[src/shared/usart_regs.svh]
// Purpose: Register offsets, field positions and reset values of the USART datapath
// Assumes: AXI4-Lite, 32-bit data, one aligned word per register
// Notes:   Definitions only
`ifndef USART_REGS_SVH
`define USART_REGS_SVH
`define OFS_DATA        8'h00
`define OFS_STAT_A      8'h04
`define OFS_CTRL_B      8'h08
`define OFS_CTRL_C      8'h0c
`define OFS_BAUD        8'h10
// Status A fields
`define STA_TXC_BIT     6
`define STA_UDRE_BIT    5
`define STA_RXC_BIT     7
// Control B fields
`define CTB_RXCIE_BIT   7
`define CTB_TXCIE_BIT   6
`define CTB_UDRIE_BIT   5
`define CTB_RXEN_BIT    4
`define CTB_TX_ON_BIT   3
`define CTB_SIZE2_BIT   2
`define CTB_RXB8_BIT    1
`define CTB_TX_NINTH_BIT 0
// Control C fields
`define CTC_SYNC_BIT    6
`define CTC_PM_HI_BIT   5
`define CTC_PM_LO_BIT   4
`define CTC_STOP2_BIT   3
`define CTC_SIZE_HI     2
`define CTC_SIZE_LO     1
`define CTC_POL_BIT     0
`define CTC_RESET       8'h06
`define BAUD_RESET      16'h0000
`define SIZE_NINE       3'h7
`define SIZE_EIGHT      3'h3
`endif

[src/shared/usart_pkg.sv]
// Purpose: Types of the USART datapath
// Assumes: Used by the datapath only; the bench does not import it
// Notes:   Offsets and counts live in usart_regs.svh
package usart_pkg;
   typedef enum logic [4:0] {
      TX_IDLE   = 5'b00001,
      TX_START  = 5'b00010,
      TX_DATA   = 5'b00100,
      TX_PARITY = 5'b01000,
      TX_STOP   = 5'b10000
   } tx_state_t;
   typedef enum logic [3:0] {
      RX_IDLE   = 4'b0001,
      RX_START  = 4'b0010,
      RX_DATA   = 4'b0100,
      RX_STOP   = 4'b1000
   } rx_state_t;
endpackage

[src/rtl/usart_datapath.sv]
// Purpose: USART transmit and receive datapath with AXI4-Lite registers
// Assumes: aclk 10 MHz; serial inputs asynchronous, three-flop synchronised
// Notes:   Interrupt requests are levels; global enable is an input
//
// Contract
// - Buffer-empty flag reads one when buffer empty, zero while pending.
// - Buffer-empty request stays asserted while enabled and flag set, globally gated.
// - Writing data location clears buffer-empty flag.
// - Complete flag sets after frame shifted out with buffer empty.
// - Complete flag clears on interrupt service or writing one.
// - Complete request raised when flag set and enabled, globally gated.
// - Upper parity bit inserts parity after data before first stop.
// - Clearing transmit enable waits until shifter and buffer finish.
// - Once disabled, transmitter releases the serial output pin.
// - Receiver enable takes over serial input pin.
// - Synchronous mode takes bit timing from external clock pin.
// - Reception starts on valid start bit, bits sampled at bit rate.
// - Receiver ignores second stop bit.
// - On first stop bit frame moves into receive buffer.
// - Unused upper received bits read zero for short characters.
// - Frame: low start, data LSB first, optional parity, high stops; idle high.
// - Shifter loads buffer when idle or right after last stop bit.
// - Parity is xor of data, inverted for odd.
// - Transmit enable makes serial output pin the transmitter output.
`timescale 1ns/1ps
`include "usart_regs.svh"
module usart_datapath
   import usart_pkg::*;
#(
   parameter int BAUD_W = 16
) (
   // Clock and reset
   input  wire logic        aclk,
   input  wire logic        aresetn,
   // AXI4-Lite write
   input  wire logic [7:0]  s_axi_awaddr,
   input  wire logic        s_axi_awvalid,
   output logic             s_axi_awready,
   input  wire logic [31:0] s_axi_wdata,
   input  wire logic [3:0]  s_axi_wstrb,
   input  wire logic        s_axi_wvalid,
   output logic             s_axi_wready,
   output logic [1:0]       s_axi_bresp,
   output logic             s_axi_bvalid,
   input  wire logic        s_axi_bready,
   // AXI4-Lite read
   input  wire logic [7:0]  s_axi_araddr,
   input  wire logic        s_axi_arvalid,
   output logic             s_axi_arready,
   output logic [31:0]      s_axi_rdata,
   output logic [1:0]       s_axi_rresp,
   output logic             s_axi_rvalid,
   input  wire logic        s_axi_rready,
   // Interrupts
   input  wire logic        global_irq_enable,
   input  wire logic        tx_complete_irq_ack,
   output logic             tx_empty_irq,
   output logic             tx_complete_irq,
   output logic             rx_complete_irq,
   // Serial pins
   input  wire logic        serial_in_pin,
   output logic             serial_out_pin,
   output logic             serial_out_oe,
   input  wire logic        ext_serial_clock_pin,
   output logic             rx_pin_owned
);
   // Bus state
   logic              aw_got_ff, w_got_ff, bvalid_ff, rvalid_ff;
   logic [7:0]        awaddr_ff;
   logic [31:0]       wdata_ff, rdata_ff;
   logic [1:0]        bresp_ff, rresp_ff;
   // Registers
   logic [7:0]        ctrl_status_b_ff, ctrl_status_c_ff;
   logic [BAUD_W-1:0] baud_ff;
   logic [8:0]        tx_buf_ff, rx_buf_ff;
   logic              tx_full_ff, tx_complete_flag_ff, rx_full_ff, tx_active_ff;
   // Transmit engine
   tx_state_t         tx_state_ff;
   logic [8:0]        tx_shift_ff;
   logic [3:0]        tx_cnt_ff;
   logic              tx_par_ff, tx_line_ff;
   // Receive engine
   rx_state_t         rx_state_ff;
   logic [8:0]        rx_shift_ff;
   logic [3:0]        rx_cnt_ff, rx_os_ff;
   logic [2:0]        rxd_sync_ff, xck_sync_ff;
   logic              rxd_ff, xck_ff, xck_prev_ff;
   // Baud ticks
   logic [BAUD_W-1:0] div_ff;
   logic [3:0]        os_ff;
   logic              os_tick, bit_tick, sync_tick, tx_tick, rx_sample;

   function automatic logic [3:0] data_bits(input logic [2:0] sz);
      unique case (sz)
         3'h0:    return 4'h5;
         3'h1:    return 4'h6;
         3'h2:    return 4'h7;
         3'h7:    return 4'h9;
         default: return 4'h8;
      endcase
   endfunction

   function automatic logic [8:0] size_mask(input logic [8:0] d, input logic [3:0] n);
      return d & 9'(({9'h0, 9'h1ff} >> (4'h9 - n)));
   endfunction

   wire logic [2:0] char_size_select = {ctrl_status_b_ff[`CTB_SIZE2_BIT],
                                        ctrl_status_c_ff[`CTC_SIZE_HI:`CTC_SIZE_LO]};
   wire logic [3:0] nbits            = data_bits(char_size_select);
   wire logic       transmitter_enable = ctrl_status_b_ff[`CTB_TX_ON_BIT];
   wire logic       receiver_enable  = ctrl_status_b_ff[`CTB_RXEN_BIT];
   wire logic       parity_mode_upper = ctrl_status_c_ff[`CTC_PM_HI_BIT];
   wire logic       sync_mode        = ctrl_status_c_ff[`CTC_SYNC_BIT];

   // AXI write channel: address and data taken in either order
   wire logic aw_hs = s_axi_awvalid && s_axi_awready;
   wire logic w_hs  = s_axi_wvalid && s_axi_wready;
   assign s_axi_awready = !aw_got_ff && !bvalid_ff;
   assign s_axi_wready  = !w_got_ff && !bvalid_ff;
   wire logic       wr_go   = aw_got_ff && w_got_ff;
   wire logic       wr_data = wr_go && awaddr_ff == `OFS_DATA;
   wire logic       wr_sta  = wr_go && awaddr_ff == `OFS_STAT_A;
   wire logic       wr_ctb  = wr_go && awaddr_ff == `OFS_CTRL_B;
   wire logic       wr_ctc  = wr_go && awaddr_ff == `OFS_CTRL_C;
   wire logic       wr_bd   = wr_go && awaddr_ff == `OFS_BAUD;
   wire logic       wr_ok   = wr_data || wr_sta || wr_ctb || wr_ctc || wr_bd;
   logic [3:0]      wstrb_ff;

   always_ff @(posedge aclk) begin
      if (!aresetn) begin
         aw_got_ff <= 1'b0;
         w_got_ff  <= 1'b0;
         awaddr_ff <= 8'h00;
         wdata_ff  <= 32'h0;
         wstrb_ff  <= 4'h0;
         bvalid_ff <= 1'b0;
         bresp_ff  <= 2'h0;
      end else begin
         if (aw_hs) begin
            aw_got_ff <= 1'b1;
            awaddr_ff <= {s_axi_awaddr[7:2], 2'b00};
         end
         if (w_hs) begin
            w_got_ff <= 1'b1;
            wdata_ff <= s_axi_wdata;
            wstrb_ff <= s_axi_wstrb;
         end
         if (wr_go) begin
            aw_got_ff <= 1'b0;
            w_got_ff  <= 1'b0;
            bvalid_ff <= 1'b1;
            bresp_ff  <= wr_ok ? 2'h0 : 2'h2;
         end else if (bvalid_ff && s_axi_bready) begin
            bvalid_ff <= 1'b0;
         end
      end
   end
   assign s_axi_bvalid = bvalid_ff;
   assign s_axi_bresp  = bresp_ff;

   // Byte lane 0 gates every field, the whole baud word included; lane 1 is ignored
   wire logic lane0 = wstrb_ff[0];

   // Read channel: one cycle from address to data
   assign s_axi_arready = !rvalid_ff;
   wire logic ar_hs = s_axi_arvalid && s_axi_arready;
   wire logic rd_data = ar_hs && {s_axi_araddr[7:2], 2'b00} == `OFS_DATA;
   always_ff @(posedge aclk) begin
      if (!aresetn) begin
         rvalid_ff      <= 1'b0;
         rdata_ff       <= 32'h0;
         rresp_ff       <= 2'h0;
      end else if (ar_hs) begin
         rvalid_ff      <= 1'b1;
         rresp_ff       <= 2'h0;
         unique case ({s_axi_araddr[7:2], 2'b00})
            `OFS_DATA:   rdata_ff <= {24'h0, rx_buf_ff[7:0]};
            `OFS_STAT_A: rdata_ff <= {24'h0, rx_full_ff, tx_complete_flag_ff, !tx_full_ff, 5'h0};
            `OFS_CTRL_B: rdata_ff <= {24'h0, ctrl_status_b_ff[7:2], rx_buf_ff[8], ctrl_status_b_ff[0]};
            `OFS_CTRL_C: rdata_ff <= {24'h0, ctrl_status_c_ff};
            `OFS_BAUD:   rdata_ff <= 32'(baud_ff);
            default: begin
               rdata_ff <= 32'h0;
               rresp_ff <= 2'h2;
            end
         endcase
      end else if (rvalid_ff && s_axi_rready) begin
         rvalid_ff <= 1'b0;
      end
   end
   assign s_axi_rvalid = rvalid_ff;
   assign s_axi_rdata  = rdata_ff;
   assign s_axi_rresp  = rresp_ff;

   // Control registers
   always_ff @(posedge aclk) begin
      if (!aresetn) begin
         ctrl_status_b_ff <= 8'h00;
         ctrl_status_c_ff <= `CTC_RESET;
         baud_ff          <= `BAUD_RESET;
      end else begin
         if (wr_ctb && lane0)
            ctrl_status_b_ff <= wdata_ff[7:0];
         if (wr_ctc && lane0)
            ctrl_status_c_ff <= wdata_ff[7:0];
         if (wr_bd && lane0)
            baud_ff <= BAUD_W'(wdata_ff[15:0]);
      end
   end

   // Input synchronisers; first stage feeds only the second
   always_ff @(posedge aclk) begin
      if (!aresetn) begin
         rxd_sync_ff <= 3'b111;
         xck_sync_ff <= 3'b000;
         rxd_ff      <= 1'b1;
         xck_ff      <= 1'b0;
         xck_prev_ff <= 1'b0;
      end else begin
         rxd_sync_ff <= {rxd_sync_ff[1:0], serial_in_pin};
         xck_sync_ff <= {xck_sync_ff[1:0], ext_serial_clock_pin};
         if (rxd_sync_ff[1] == rxd_sync_ff[2])
            rxd_ff <= rxd_sync_ff[2];
         if (xck_sync_ff[1] == xck_sync_ff[2])
            xck_ff <= xck_sync_ff[2];
         xck_prev_ff <= xck_ff;
      end
   end

   // Baud divider: sixteen oversample ticks per bit
   always_ff @(posedge aclk) begin
      if (!aresetn) begin
         div_ff <= '0;
         os_ff  <= 4'h0;
      end else if (div_ff == baud_ff) begin
         div_ff <= '0;
         os_ff  <= os_ff + 4'h1;
      end else begin
         div_ff <= div_ff + BAUD_W'(1);
      end
   end
   assign os_tick  = div_ff == baud_ff;
   assign bit_tick = os_tick && os_ff == 4'hf;
   wire logic pol = ctrl_status_c_ff[`CTC_POL_BIT];
   wire logic xck_rise = xck_ff && !xck_prev_ff;
   wire logic xck_fall = !xck_ff && xck_prev_ff;
   assign sync_tick = pol ? xck_fall : xck_rise;
   assign tx_tick   = sync_mode ? sync_tick : bit_tick;
   assign rx_sample = sync_mode ? (pol ? xck_rise : xck_fall) : 1'b0;

   // Transmit buffer and flags
   // Buffered character still drains after the enable drops
   wire logic tx_load  = tx_full_ff && (tx_state_ff == TX_IDLE || (tx_state_ff == TX_STOP && tx_tick
                                         && (tx_cnt_ff == 4'h0)) ) && (transmitter_enable || tx_active_ff);
   wire logic tx_done  = tx_state_ff == TX_STOP && tx_tick && tx_cnt_ff == 4'h0;
   always_ff @(posedge aclk) begin
      if (!aresetn) begin
         tx_buf_ff  <= 9'h0;
         tx_full_ff <= 1'b0;
      end else begin
         if (wr_data && lane0) begin
            tx_buf_ff  <= {ctrl_status_b_ff[`CTB_TX_NINTH_BIT], wdata_ff[7:0]};
            tx_full_ff <= 1'b1;
         end else if (tx_load) begin
            tx_full_ff <= 1'b0;
         end
      end
   end

   always_ff @(posedge aclk) begin
      if (!aresetn)
         tx_complete_flag_ff <= 1'b0;
      else if (tx_done && !tx_full_ff)
         tx_complete_flag_ff <= 1'b1;
      else if (tx_complete_irq_ack || (wr_sta && lane0 && wdata_ff[`STA_TXC_BIT]))
         tx_complete_flag_ff <= 1'b0;
   end

   function automatic logic parity_of(input logic [8:0] d, input logic odd);
      return (^d) ^ odd;
   endfunction

   // Transmit state machine
   always_ff @(posedge aclk) begin
      if (!aresetn) begin
         tx_state_ff <= TX_IDLE;
         tx_shift_ff <= 9'h0;
         tx_cnt_ff   <= 4'h0;
         tx_par_ff   <= 1'b0;
         tx_line_ff  <= 1'b1;
      end else begin
         unique case (tx_state_ff)
            TX_IDLE: begin
               tx_line_ff <= 1'b1;
               if (tx_load) begin
                  tx_shift_ff <= size_mask(tx_buf_ff, nbits);
                  tx_par_ff   <= parity_of(size_mask(tx_buf_ff, nbits), ctrl_status_c_ff[`CTC_PM_LO_BIT]);
                  tx_state_ff <= TX_START;
               end
            end
            TX_START: if (tx_tick) begin
               tx_line_ff  <= 1'b0;
               tx_cnt_ff   <= nbits;
               tx_state_ff <= TX_DATA;
            end
            TX_DATA: if (tx_tick) begin
               if (tx_cnt_ff == 4'h0) begin
                  tx_line_ff  <= parity_mode_upper ? tx_par_ff : 1'b1;
                  tx_cnt_ff   <= ctrl_status_c_ff[`CTC_STOP2_BIT] ? 4'h1 : 4'h0;
                  tx_state_ff <= parity_mode_upper ? TX_PARITY : TX_STOP;
               end else begin
                  tx_line_ff  <= tx_shift_ff[0];
                  tx_shift_ff <= {1'b0, tx_shift_ff[8:1]};
                  tx_cnt_ff   <= tx_cnt_ff - 4'h1;
               end
            end
            TX_PARITY: if (tx_tick) begin
               tx_line_ff  <= 1'b1;
               tx_state_ff <= TX_STOP;
            end
            TX_STOP: if (tx_tick) begin
               tx_line_ff <= 1'b1;
               if (tx_cnt_ff != 4'h0) begin
                  tx_cnt_ff <= tx_cnt_ff - 4'h1;
               end else if (tx_load) begin
                  tx_shift_ff <= size_mask(tx_buf_ff, nbits);
                  tx_par_ff   <= parity_of(size_mask(tx_buf_ff, nbits), ctrl_status_c_ff[`CTC_PM_LO_BIT]);
                  tx_state_ff <= TX_START;
               end else begin
                  tx_state_ff <= TX_IDLE;
               end
            end
         endcase
      end
   end

   always_ff @(posedge aclk) begin
      if (!aresetn)
         tx_active_ff <= 1'b0;
      else if (transmitter_enable)
         tx_active_ff <= 1'b1;
      else if (tx_state_ff == TX_IDLE && !tx_full_ff)
         tx_active_ff <= 1'b0;
   end
   assign serial_out_oe  = tx_active_ff;
   assign serial_out_pin = tx_line_ff;

   assign tx_empty_irq    = global_irq_enable && ctrl_status_b_ff[`CTB_UDRIE_BIT] && !tx_full_ff;
   assign tx_complete_irq = global_irq_enable && ctrl_status_b_ff[`CTB_TXCIE_BIT] && tx_complete_flag_ff;
   assign rx_complete_irq = global_irq_enable && ctrl_status_b_ff[`CTB_RXCIE_BIT] && rx_full_ff;

   assign rx_pin_owned = receiver_enable;
   wire logic rx_bit = rxd_ff;
   wire logic rx_tick = sync_mode ? rx_sample : (os_tick && rx_os_ff == 4'h0);

   always_ff @(posedge aclk) begin
      if (!aresetn || !receiver_enable) begin
         rx_state_ff <= RX_IDLE;
         rx_shift_ff <= 9'h0;
         rx_cnt_ff   <= 4'h0;
         rx_os_ff    <= 4'h0;
      end else begin
         if (os_tick)
            rx_os_ff <= rx_os_ff - 4'h1;
         unique case (rx_state_ff)
            RX_IDLE: if (!rx_bit && (sync_mode ? rx_sample : os_tick)) begin
               rx_os_ff    <= sync_mode ? 4'h0 : 4'h7;
               rx_state_ff <= sync_mode ? RX_DATA : RX_START;
               rx_cnt_ff   <= nbits;
            end
            RX_START: if (rx_tick) begin
               // Majority not used; glitch returns to idle
               rx_state_ff <= rx_bit ? RX_IDLE : RX_DATA;
            end
            RX_DATA: if (rx_tick) begin
               // Parity bit is sampled but kept out of the shifter
               if (rx_cnt_ff != 4'h0) begin
                  rx_shift_ff <= {rx_bit, rx_shift_ff[8:1]};
                  rx_cnt_ff   <= rx_cnt_ff - 4'h1;
               end
               if (rx_cnt_ff == 4'h0 || (rx_cnt_ff == 4'h1 && !parity_mode_upper))
                  rx_state_ff <= RX_STOP;
            end
            RX_STOP: if (rx_tick) begin
               rx_state_ff <= RX_IDLE;
            end
         endcase
      end
   end

   wire logic rx_frame_done = receiver_enable && rx_state_ff == RX_STOP && rx_tick;
   wire logic [8:0] rx_aligned = rx_shift_ff >> (4'h9 - nbits);
   always_ff @(posedge aclk) begin
      if (!aresetn || !receiver_enable) begin
         rx_buf_ff  <= 9'h0;
         rx_full_ff <= 1'b0;
      end else if (rx_frame_done) begin
         rx_buf_ff  <= size_mask(rx_aligned, nbits);
         rx_full_ff <= 1'b1;
      end else if (rd_data) begin
         rx_full_ff <= 1'b0;
      end
   end

   // Assertions
   a_empty_clear: assert property (@(posedge aclk) disable iff (!aresetn)
      (wr_data && lane0) |=> tx_full_ff) else $error("write did not clear empty");
   a_empty_irq: assert property (@(posedge aclk) disable iff (!aresetn)
      (global_irq_enable && ctrl_status_b_ff[`CTB_UDRIE_BIT] && !tx_full_ff) |-> tx_empty_irq)
      else $error("empty request missing");
   a_txc_set: assert property (@(posedge aclk) disable iff (!aresetn)
      (tx_done && !tx_full_ff) |=> tx_complete_flag_ff) else $error("complete flag not set");
   a_txc_clear: assert property (@(posedge aclk) disable iff (!aresetn)
      (tx_complete_irq_ack && !(tx_done && !tx_full_ff)) |=> !tx_complete_flag_ff)
      else $error("complete flag not cleared");
   a_txc_irq: assert property (@(posedge aclk) disable iff (!aresetn)
      $rose(tx_complete_flag_ff) && global_irq_enable && ctrl_status_b_ff[`CTB_TXCIE_BIT] |-> tx_complete_irq)
      else $error("complete request missing");
   a_start_low: assert property (@(posedge aclk) disable iff (!aresetn)
      (tx_state_ff == TX_START && tx_tick) |=> !serial_out_pin) else $error("start bit not low");
   a_idle_high: assert property (@(posedge aclk) disable iff (!aresetn)
      (tx_state_ff == TX_IDLE) |-> ##1 (serial_out_pin || tx_state_ff == TX_START))
      else $error("idle line not high");
   a_drain_hold: assert property (@(posedge aclk) disable iff (!aresetn)
      (tx_full_ff || tx_state_ff != TX_IDLE) && tx_active_ff |=> serial_out_oe)
      else $error("pin released while busy");
   a_pin_release: assert property (@(posedge aclk) disable iff (!aresetn)
      (!transmitter_enable && tx_state_ff == TX_IDLE && !tx_full_ff) |=> !serial_out_oe)
      else $error("pin not released");
   a_rx_buffer: assert property (@(posedge aclk) disable iff (!aresetn)
      rx_frame_done |=> rx_full_ff) else $error("frame not buffered");
   c_tx_frame: cover property (@(posedge aclk) disable iff (!aresetn) tx_done ##1 tx_complete_flag_ff);
   c_back2back: cover property (@(posedge aclk) disable iff (!aresetn) tx_done && tx_load);
   c_rx_frame: cover property (@(posedge aclk) disable iff (!aresetn) rx_frame_done);
endmodule

[config.mk]
export PLATFORM = sky130hd
export DESIGN_NAME = usart_datapath
export DESIGN_NICKNAME = d
export VERILOG_FILES = /design/src/shared/usart_pkg.sv /design/src/rtl/usart_datapath.sv
export VERILOG_INCLUDE_DIRS = /design/src /design/src/shared
export SDC_FILE = /design/constraint.sdc
export NUM_CORES = 1
export LEC_CHECK = 0
export ABC_AREA = 1
export BUFFER_PORTS_ARGS = -buffer_cell sky130_fd_sc_hd__buf_2
export CAP_MARGIN = 10
export CORE_UTILIZATION = 50
export DETAILED_ROUTE_END_ITERATION = 7
export HOLD_SLACK_MARGIN = 0.05
export PLACE_DENSITY = 0.71
export SLEW_MARGIN = 20
export SYNTH_ARGS = -nofsm -noshare
export SYNTH_HDL_FRONTEND = slang
export SYNTH_SLANG_ARGS = --single-unit
export TNS_END_PERCENT = 20
[constraint.sdc]
create_clock -name aclk -period 5.95 [get_ports aclk]
set_clock_uncertainty 0.2 [all_clocks]
set_input_delay 0.595 -clock aclk [delete_from_list [all_inputs] [get_ports aclk]]
set_output_delay 0.595 -clock aclk [all_outputs]
set_load 0.01 [all_outputs]
==> results.yml, run 1 <==
finish:
  area_delta_synth_final_pct: 11.7
  antennaDiodeCount: 0
  drive_gt1_share_pct: 12.6
  final_nets: 1295
synthesis:
  synthTopCellsByArea: "dfxtp_1 41%, nand2_1 9.6%, o21ai_0 8.4%, a21oi_1 7.1%, inv_1 6.8%"
  yosys_warnings: 0
  ys_seq_elements: 168
  netlist_area_mm2: 0.00825
  synthCells: 1171
  ys_types: 52
  ys.flop_type: "dfxtp_1"
  synth_top_area_share_pct: 40.8
  synthArstFlopShare_pct: 0
  syn_area_per_cell_um2: 7.04
  seq_area_frac_synth_pct: 40.8
  synth_edf_count: 0
  synth_area_leader_cell: "dfxtp_1"
global_routing:
  grt_pass1_vias: 6560
  grtUsageTotal_pct: 24.4
  antenna_found_initial: 0
  gr-total-overflow: 0
  grt_pass1_wl_um: 32100
  grt_max_degree: 98
timing:
  hold_slack_ns: 0.148
  fin_tns_setup_ns: 0
  slew_headroom_pct: 38.0
  hold_violations: 0
  setup_viol: 0
  tightest_slew_ns: 0.928
  max_clock_freq_mhz: 360
  final.setup.worst_slack_ns: 3.17
  rsz0062_at_grt: "false"
  final_max_slew_viol_count: 0
  fin_crit_ns: 2.78
  period_share_pct: 46.6
worst_setup_path:
  max_stage_delay_ns: 0.45
  rr_worst_depth: 17
  crit_path_end_kind: "register"
  r2r_end: "tx_par_ff$_SDFFE_PN0P_"
  cp_cell_sequence: "nor2_1, nand2_1, nand2_2, inv_2, ha_1, nor2_4, inv_2, nor2_4, nand2_1, nand2_1, nand2_1, nand2_1, inv_1, nand3_1, nand3_1, nand2_1, inv_1"
  slowest_stage: "ha_1"
  required_ns: 6.08
  startpoint_type: "register"
  cp_max_fo: 14
  arrival_ns: 2.90
  crit_top_cell: "nand2_1"
  r2r_start: "ctrl_status_c_ff[2]$_SDFFE_PN1P_"
  r2r_slack_ns: 3.17
  crit_type: "register to register"
min_path:
  min_to: "xck_sync_ff[0]$_SDFF_PN0_"
  hold_path.class: "input port to register"
  min_from: "ext_serial_clock_pin"
  holdPathStages: 3
clock_tree:
  clk_latency_ns: 0.43
  cts_num_sinks: 168
  post_cts_resized: 0
  hold_buffers: 0
  clk_pin_slew_ns: 0.06
  cts_buffers: 17
  cts_setup_buffers: 0
  htree_num_levels: 4
  cts_max_path_buffers: 2
  clockRootBuffer: "clkbuf_16"
  cts_tree: "yes"
floorplan:
  num_rows: 46
  io_pins: 110
  fp.dieW_um: 130
  core_mm2: 0.0160
  initial_core_util_pct: 51.5
  fp.dieArea_mm2: 0.0170
  die_h_um: 130
power:
  p_leak_nw: 3.87
  pwr_density_cell_mw_per_mm2: 285
  ir_drop_mv: 0.238
detailed_routing:
  post_drt_wl_per_cell_um: 13.5
  detail-route-antenna-nets: 0
  wl_met1_um: 9600
  drt_wl_total_um: 19500
  dr.max_layer_used: "met4"
  dr_wl_met2_um: 8550
  wl_met3_um: 1010
  vias: 7467
  first_pass_iters: 5
  viasPerCell: 5.15
  drt_iter0_markers: 458
  drc: 0
run:
  maxCapViolations: 0
placed_design:
  place_ws_ns: 3.21
  place_hpwl_um: 14000
  portBuffers: 68
  gp_congestion: 0.875
status:
  outcome: "complete, no violations"
## power by group
part           switching (mW)  leakage, nW  internal [mW]
Combinational           0.182         2.21         0.0807
Sequential             0.0331         1.36           1.17
Clock                   0.460        0.296          0.698
Total                   0.675         3.87           1.95
## cell families (layout without fill, tap and decap cells)
| family | after synthesis | in the layout | synth area share, % |
|---|---|---|---|
| other | 1 | 18 | 0.0455 |
| XOR/XNOR | 10 | 10 | 1.06 |
| AND/OR/NAND/NOR | 463 | 463 | 25.6 |
| adder cells (fa/ha/maj) | 11 | 11 | 1.67 |
| AO/OA/AOI/OAI | 299 | 299 | 19.2 |
| buffers and inverters | 219 | 264 | 11.6 |
| flip-flops | 168 | 168 | 40.8 |
## cells in the mapped netlist, types with 13 or more instances
master / count
inv_1: 149
clkbuf_1: 22
nor3_1: 18
nand2_1: 211
a21oi_1: 117
buf_4: 19
nor2_1: 125
dfxtp_1: 168
nand2_2: 13
nand3_1: 49
o21ai_0: 138
## final cells by class
type                    count  area [um2]
clock buffers              18         429
clock inverters            13         178
multi-input cells         801        4000
fillers                  1572        6790
repair buffers             70         355
inverters                 163         617
flip-flops and latches    168        3360
well taps                 216         270
## placed cells by master (no fill, tap or decap), drive strengths merged, types with 7 or more instances in the layout
master	n
a21oi	117
buf	70
clkbuf	18
clkinv	11
conb	18
dfxtp	168
ha	11
inv	159
nand2	227
nand3	55
nand4	7
nor2	129
nor3	22
nor4	8
o21ai	143
o22ai	11
xor2	7
## registers in the layout (all words and copies together) (netlist names), 6 cells and up
register / flops
baud_ff: 16
div_ff: 16
s_axi_rdata: 16
wdata_ff: 16
rx_buf_ff: 9
rx_shift_ff: 9
tx_buf_ff: 9
tx_shift_ff: 9
ctrl_status_c_ff: 8
ctrl_status_b_ff: 7
awaddr_ff: 6
## per-layer routing
layer | up-vias | global-route usage (%)
met2 | 194 | 37.4
met4 | 0 | 8.11
met5 | - | 0
li1 | 3881 | -
met1 | 3367 | 34.6
met3 | 25 | 4.44
## critical path, delay by kind of cell (launching register included)
family                     cells  cell delay [ns]
adders and majority gates      1             0.45
and+or+nand+nor               12             1.36
DFF                            1             0.34
buffers and inverters          4             0.34
## through the flow
step	utilization [%]	instance area, um2	power (mW)	instances
floorplan	-	8310	1.42	1188
global placement	53.7	8600	1.48	1418
detailed placement	53.7	8600	1.49	1418
CTS	57.5	9200	2.63	1449
global route	57.6	9210	2.72	1449
finish	57.6	9210	2.62	1449
## worst max path at each step
| stage | startpoint | end | slack [ns] | cells after the start |
|---|---|---|---|---|
| after floorplan | ctrl_status_c_ff[2]$_SDFFE_PN1P_ | tx_par_ff$_SDFFE_PN0P_ | 3.66 | 18 |
| after global placement | ctrl_status_c_ff[2]$_SDFFE_PN1P_ | tx_par_ff$_SDFFE_PN0P_ | 3.24 | 17 |
| after detailed placement | ctrl_status_c_ff[2]$_SDFFE_PN1P_ | tx_par_ff$_SDFFE_PN0P_ | 3.21 | 17 |
| after CTS | ctrl_status_c_ff[2]$_SDFFE_PN1P_ | tx_par_ff$_SDFFE_PN0P_ | 3.20 | 17 |
| after global routing | ctrl_status_b_ff[2]$_SDFFE_PN0P_ | tx_par_ff$_SDFFE_PN0P_ | 2.78 | 17 |
| final | ctrl_status_c_ff[2]$_SDFFE_PN1P_ | tx_par_ff$_SDFFE_PN0P_ | 3.17 | 17 |
Note: power is estimated with default switching activity, not from simulation.
==> run 2: changes to the inputs <==
Clock period 5.95 ns to 2.7 ns, I/O delays scaled along.
==> run 2 against run 1 <==
Register-to-register slack worse by 2.9 ns. Fmax is 14% higher. Hold slack worse by 0.080 ns. Clock power is 120% higher. Die area stayed put. Non-clock buffer count is 40 higher. Core utilization is 2.5 points higher. Largest power group unchanged.
==> results.yml, run 2 (synthesized netlist as in run 1, its figures left out) <==
global_routing:
  grt_pass1_vias: 6848
  grt_max_degree: 91
  grtUsageTotal_pct: 24.9
  antenna_found_initial: 0
  grt_pass1_wl_um: 32900
  gr-total-overflow: 0
clock_tree:
  htree_num_levels: 4
  clk_latency_ns: 0.43
  cts_max_path_buffers: 2
  clk_pin_slew_ns: 0.07
  cts_num_sinks: 168
  cts_buffers: 17
  clockRootBuffer: "clkbuf_16"
  cts_tree: "yes"
worst_setup_path:
  arrival_ns: 2.58
  crit_path_end_kind: "register"
  crit_top_cell: "nand2_1"
  required_ns: 2.84
  crit_type: "register to register"
  max_stage_delay_ns: 0.42
  startpoint_type: "register"
  slowest_stage: "ha_1"
  cp_cell_sequence: "inv_1, nand3_1, nand2_2, inv_4, ha_1, nor2_4, inv_2, nor2_4, nand2_1, nand2_1, nand2_1, nand2_1, inv_1, nand3_1, nand3_1, nand2_1, inv_1"
  cp_max_fo: 9
power:
  finalPower_mw: 5.77
  p_leak_nw: 4.05
  pwr_density_cell_mw_per_mm2: 601
  ir_drop_mv: 0.453
floorplan:
  die_h_um: 130
  num_rows: 46
  fp.dieArea_mm2: 0.0170
  fp.dieW_um: 130
  io_pins: 110
  initial_core_util_pct: 51.5
  core_mm2: 0.0160
placed_design:
  place_ws_ns: 0.205
  placedCellCount: 1428
  gp_congestion: 0.870
  portBuffers: 68
  place_hpwl_um: 14500
timing:
  fin_crit_ns: 2.44
  final_max_slew_viol_count: 0
  fin_tns_setup_ns: 0
  final.setup.worst_slack_ns: 0.260
  hold_slack_ns: 0.0680
  max_clock_freq_mhz: 410
  rsz0062_at_grt: "false"
  period_share_pct: 90.4
  slew_headroom_pct: 52.5
  hold_violations: 0
  setup_viol: 0
  tightest_slew_ns: 0.704
finish:
  final_nets: 1335
  drive_gt1_share_pct: 13.3
  fin_cells: 1490
  n_fill_cell: 1520
  antennaDiodeCount: 0
  area_delta_synth_final_pct: 16.5
  layout_commonest_cell: "nand2_1"
  final_cell_mix: "211 x nand2_1, 166 x dfxtp_1, 149 x inv_1"
detailed_routing:
  drt_wl_total_um: 20000
  detail-route-antenna-nets: 0
  first_pass_iters: 5
  drt_iter0_markers: 531
  post_drt_wl_per_cell_um: 13.5
  viasPerCell: 5.16
  drc: 0
  vias: 7693
run:
  maxCapViolations: 0
status:
  outcome: "complete, no violations"
min_path:
  hold_path.class: "input port to register"
run 2: timing repair:
item | CTS | global route
setup endpoints to repair | 0 | 1
hold buffers | 30 | 0
buffers inserted | 0 | 0
endpoints found under the hold margin | 33 | 0
gates resized for setup | 0 | 4
run 2: worst max-delay path: cells and delay by family (launching register included):
family,cells,cell delay (ns)
buffers and inverters,5,0.35
flip-flops,1,0.34
adder cells (fa/ha/maj),1,0.42
AND/OR/NAND/NOR,11,1.01
run 2: cell type report:
type | count | area (um2) | share of cell area (%)
flip-flops and latches | 168 | 3370 | 35.0
inverters | 163 | 619 | 6.45
clock buffers | 19 | 453 | 4.71
well taps | 216 | 270 | 2.81
clock inverters | 13 | 164 | 1.71
multi-input cells | 801 | 3990 | 41.6
repair buffers | 110 | 743 | 7.73
run 2: final timing paths:
check | startpoint | to | slack (ns) | depth (start not counted)
setup reg to reg | ctrl_status_c_ff[1]$_SDFFE_PN1P_ | tx_par_ff$_SDFFE_PN0P_ | 0.26 | 17
hold reg to reg | xck_sync_ff[0]$_SDFF_PN0_ | xck_sync_ff[1]$_SDFF_PN0_ | 0.21 | 2
setup / recovery | ctrl_status_c_ff[1]$_SDFFE_PN1P_ | tx_par_ff$_SDFFE_PN0P_ | 0.26 | 17
hold / removal | s_axi_araddr[3] | s_axi_rdata[7]$_SDFFE_PN0P_ | 0.07 | 4
run 2: where the power goes:
| part | switching, mW | total, mW | internal [mW] |
|---|---|---|---|
| registers | 0.0728 | 2.65 | 2.58 |
| logic | 0.402 | 0.615 | 0.213 |
| clock network | 1.07 | 2.51 | 1.44 |
| total | 1.54 | 5.77 | 4.23 |
run 2: per-stage QoR:
step / utilization [%] / instance area [um2]
finish: 60.1 / 9610
detailed placement: 54.3 / 8680
CTS: 60.0 / 9600
floorplan: - / 8310
global route: 60.1 / 9610
global placement: 54.3 / 8680
run 2: routing by layer:
layer,routed length [um],part of all wire (%),global-route usage (%),up-vias
li1,-,-,-,3966
met1,9520,47,32.7,3513
met2,9330,47,41.7,191
met3,931,4.6,3.95,23
met4,264,1.3,8.05,0
met5,0,0,0,-
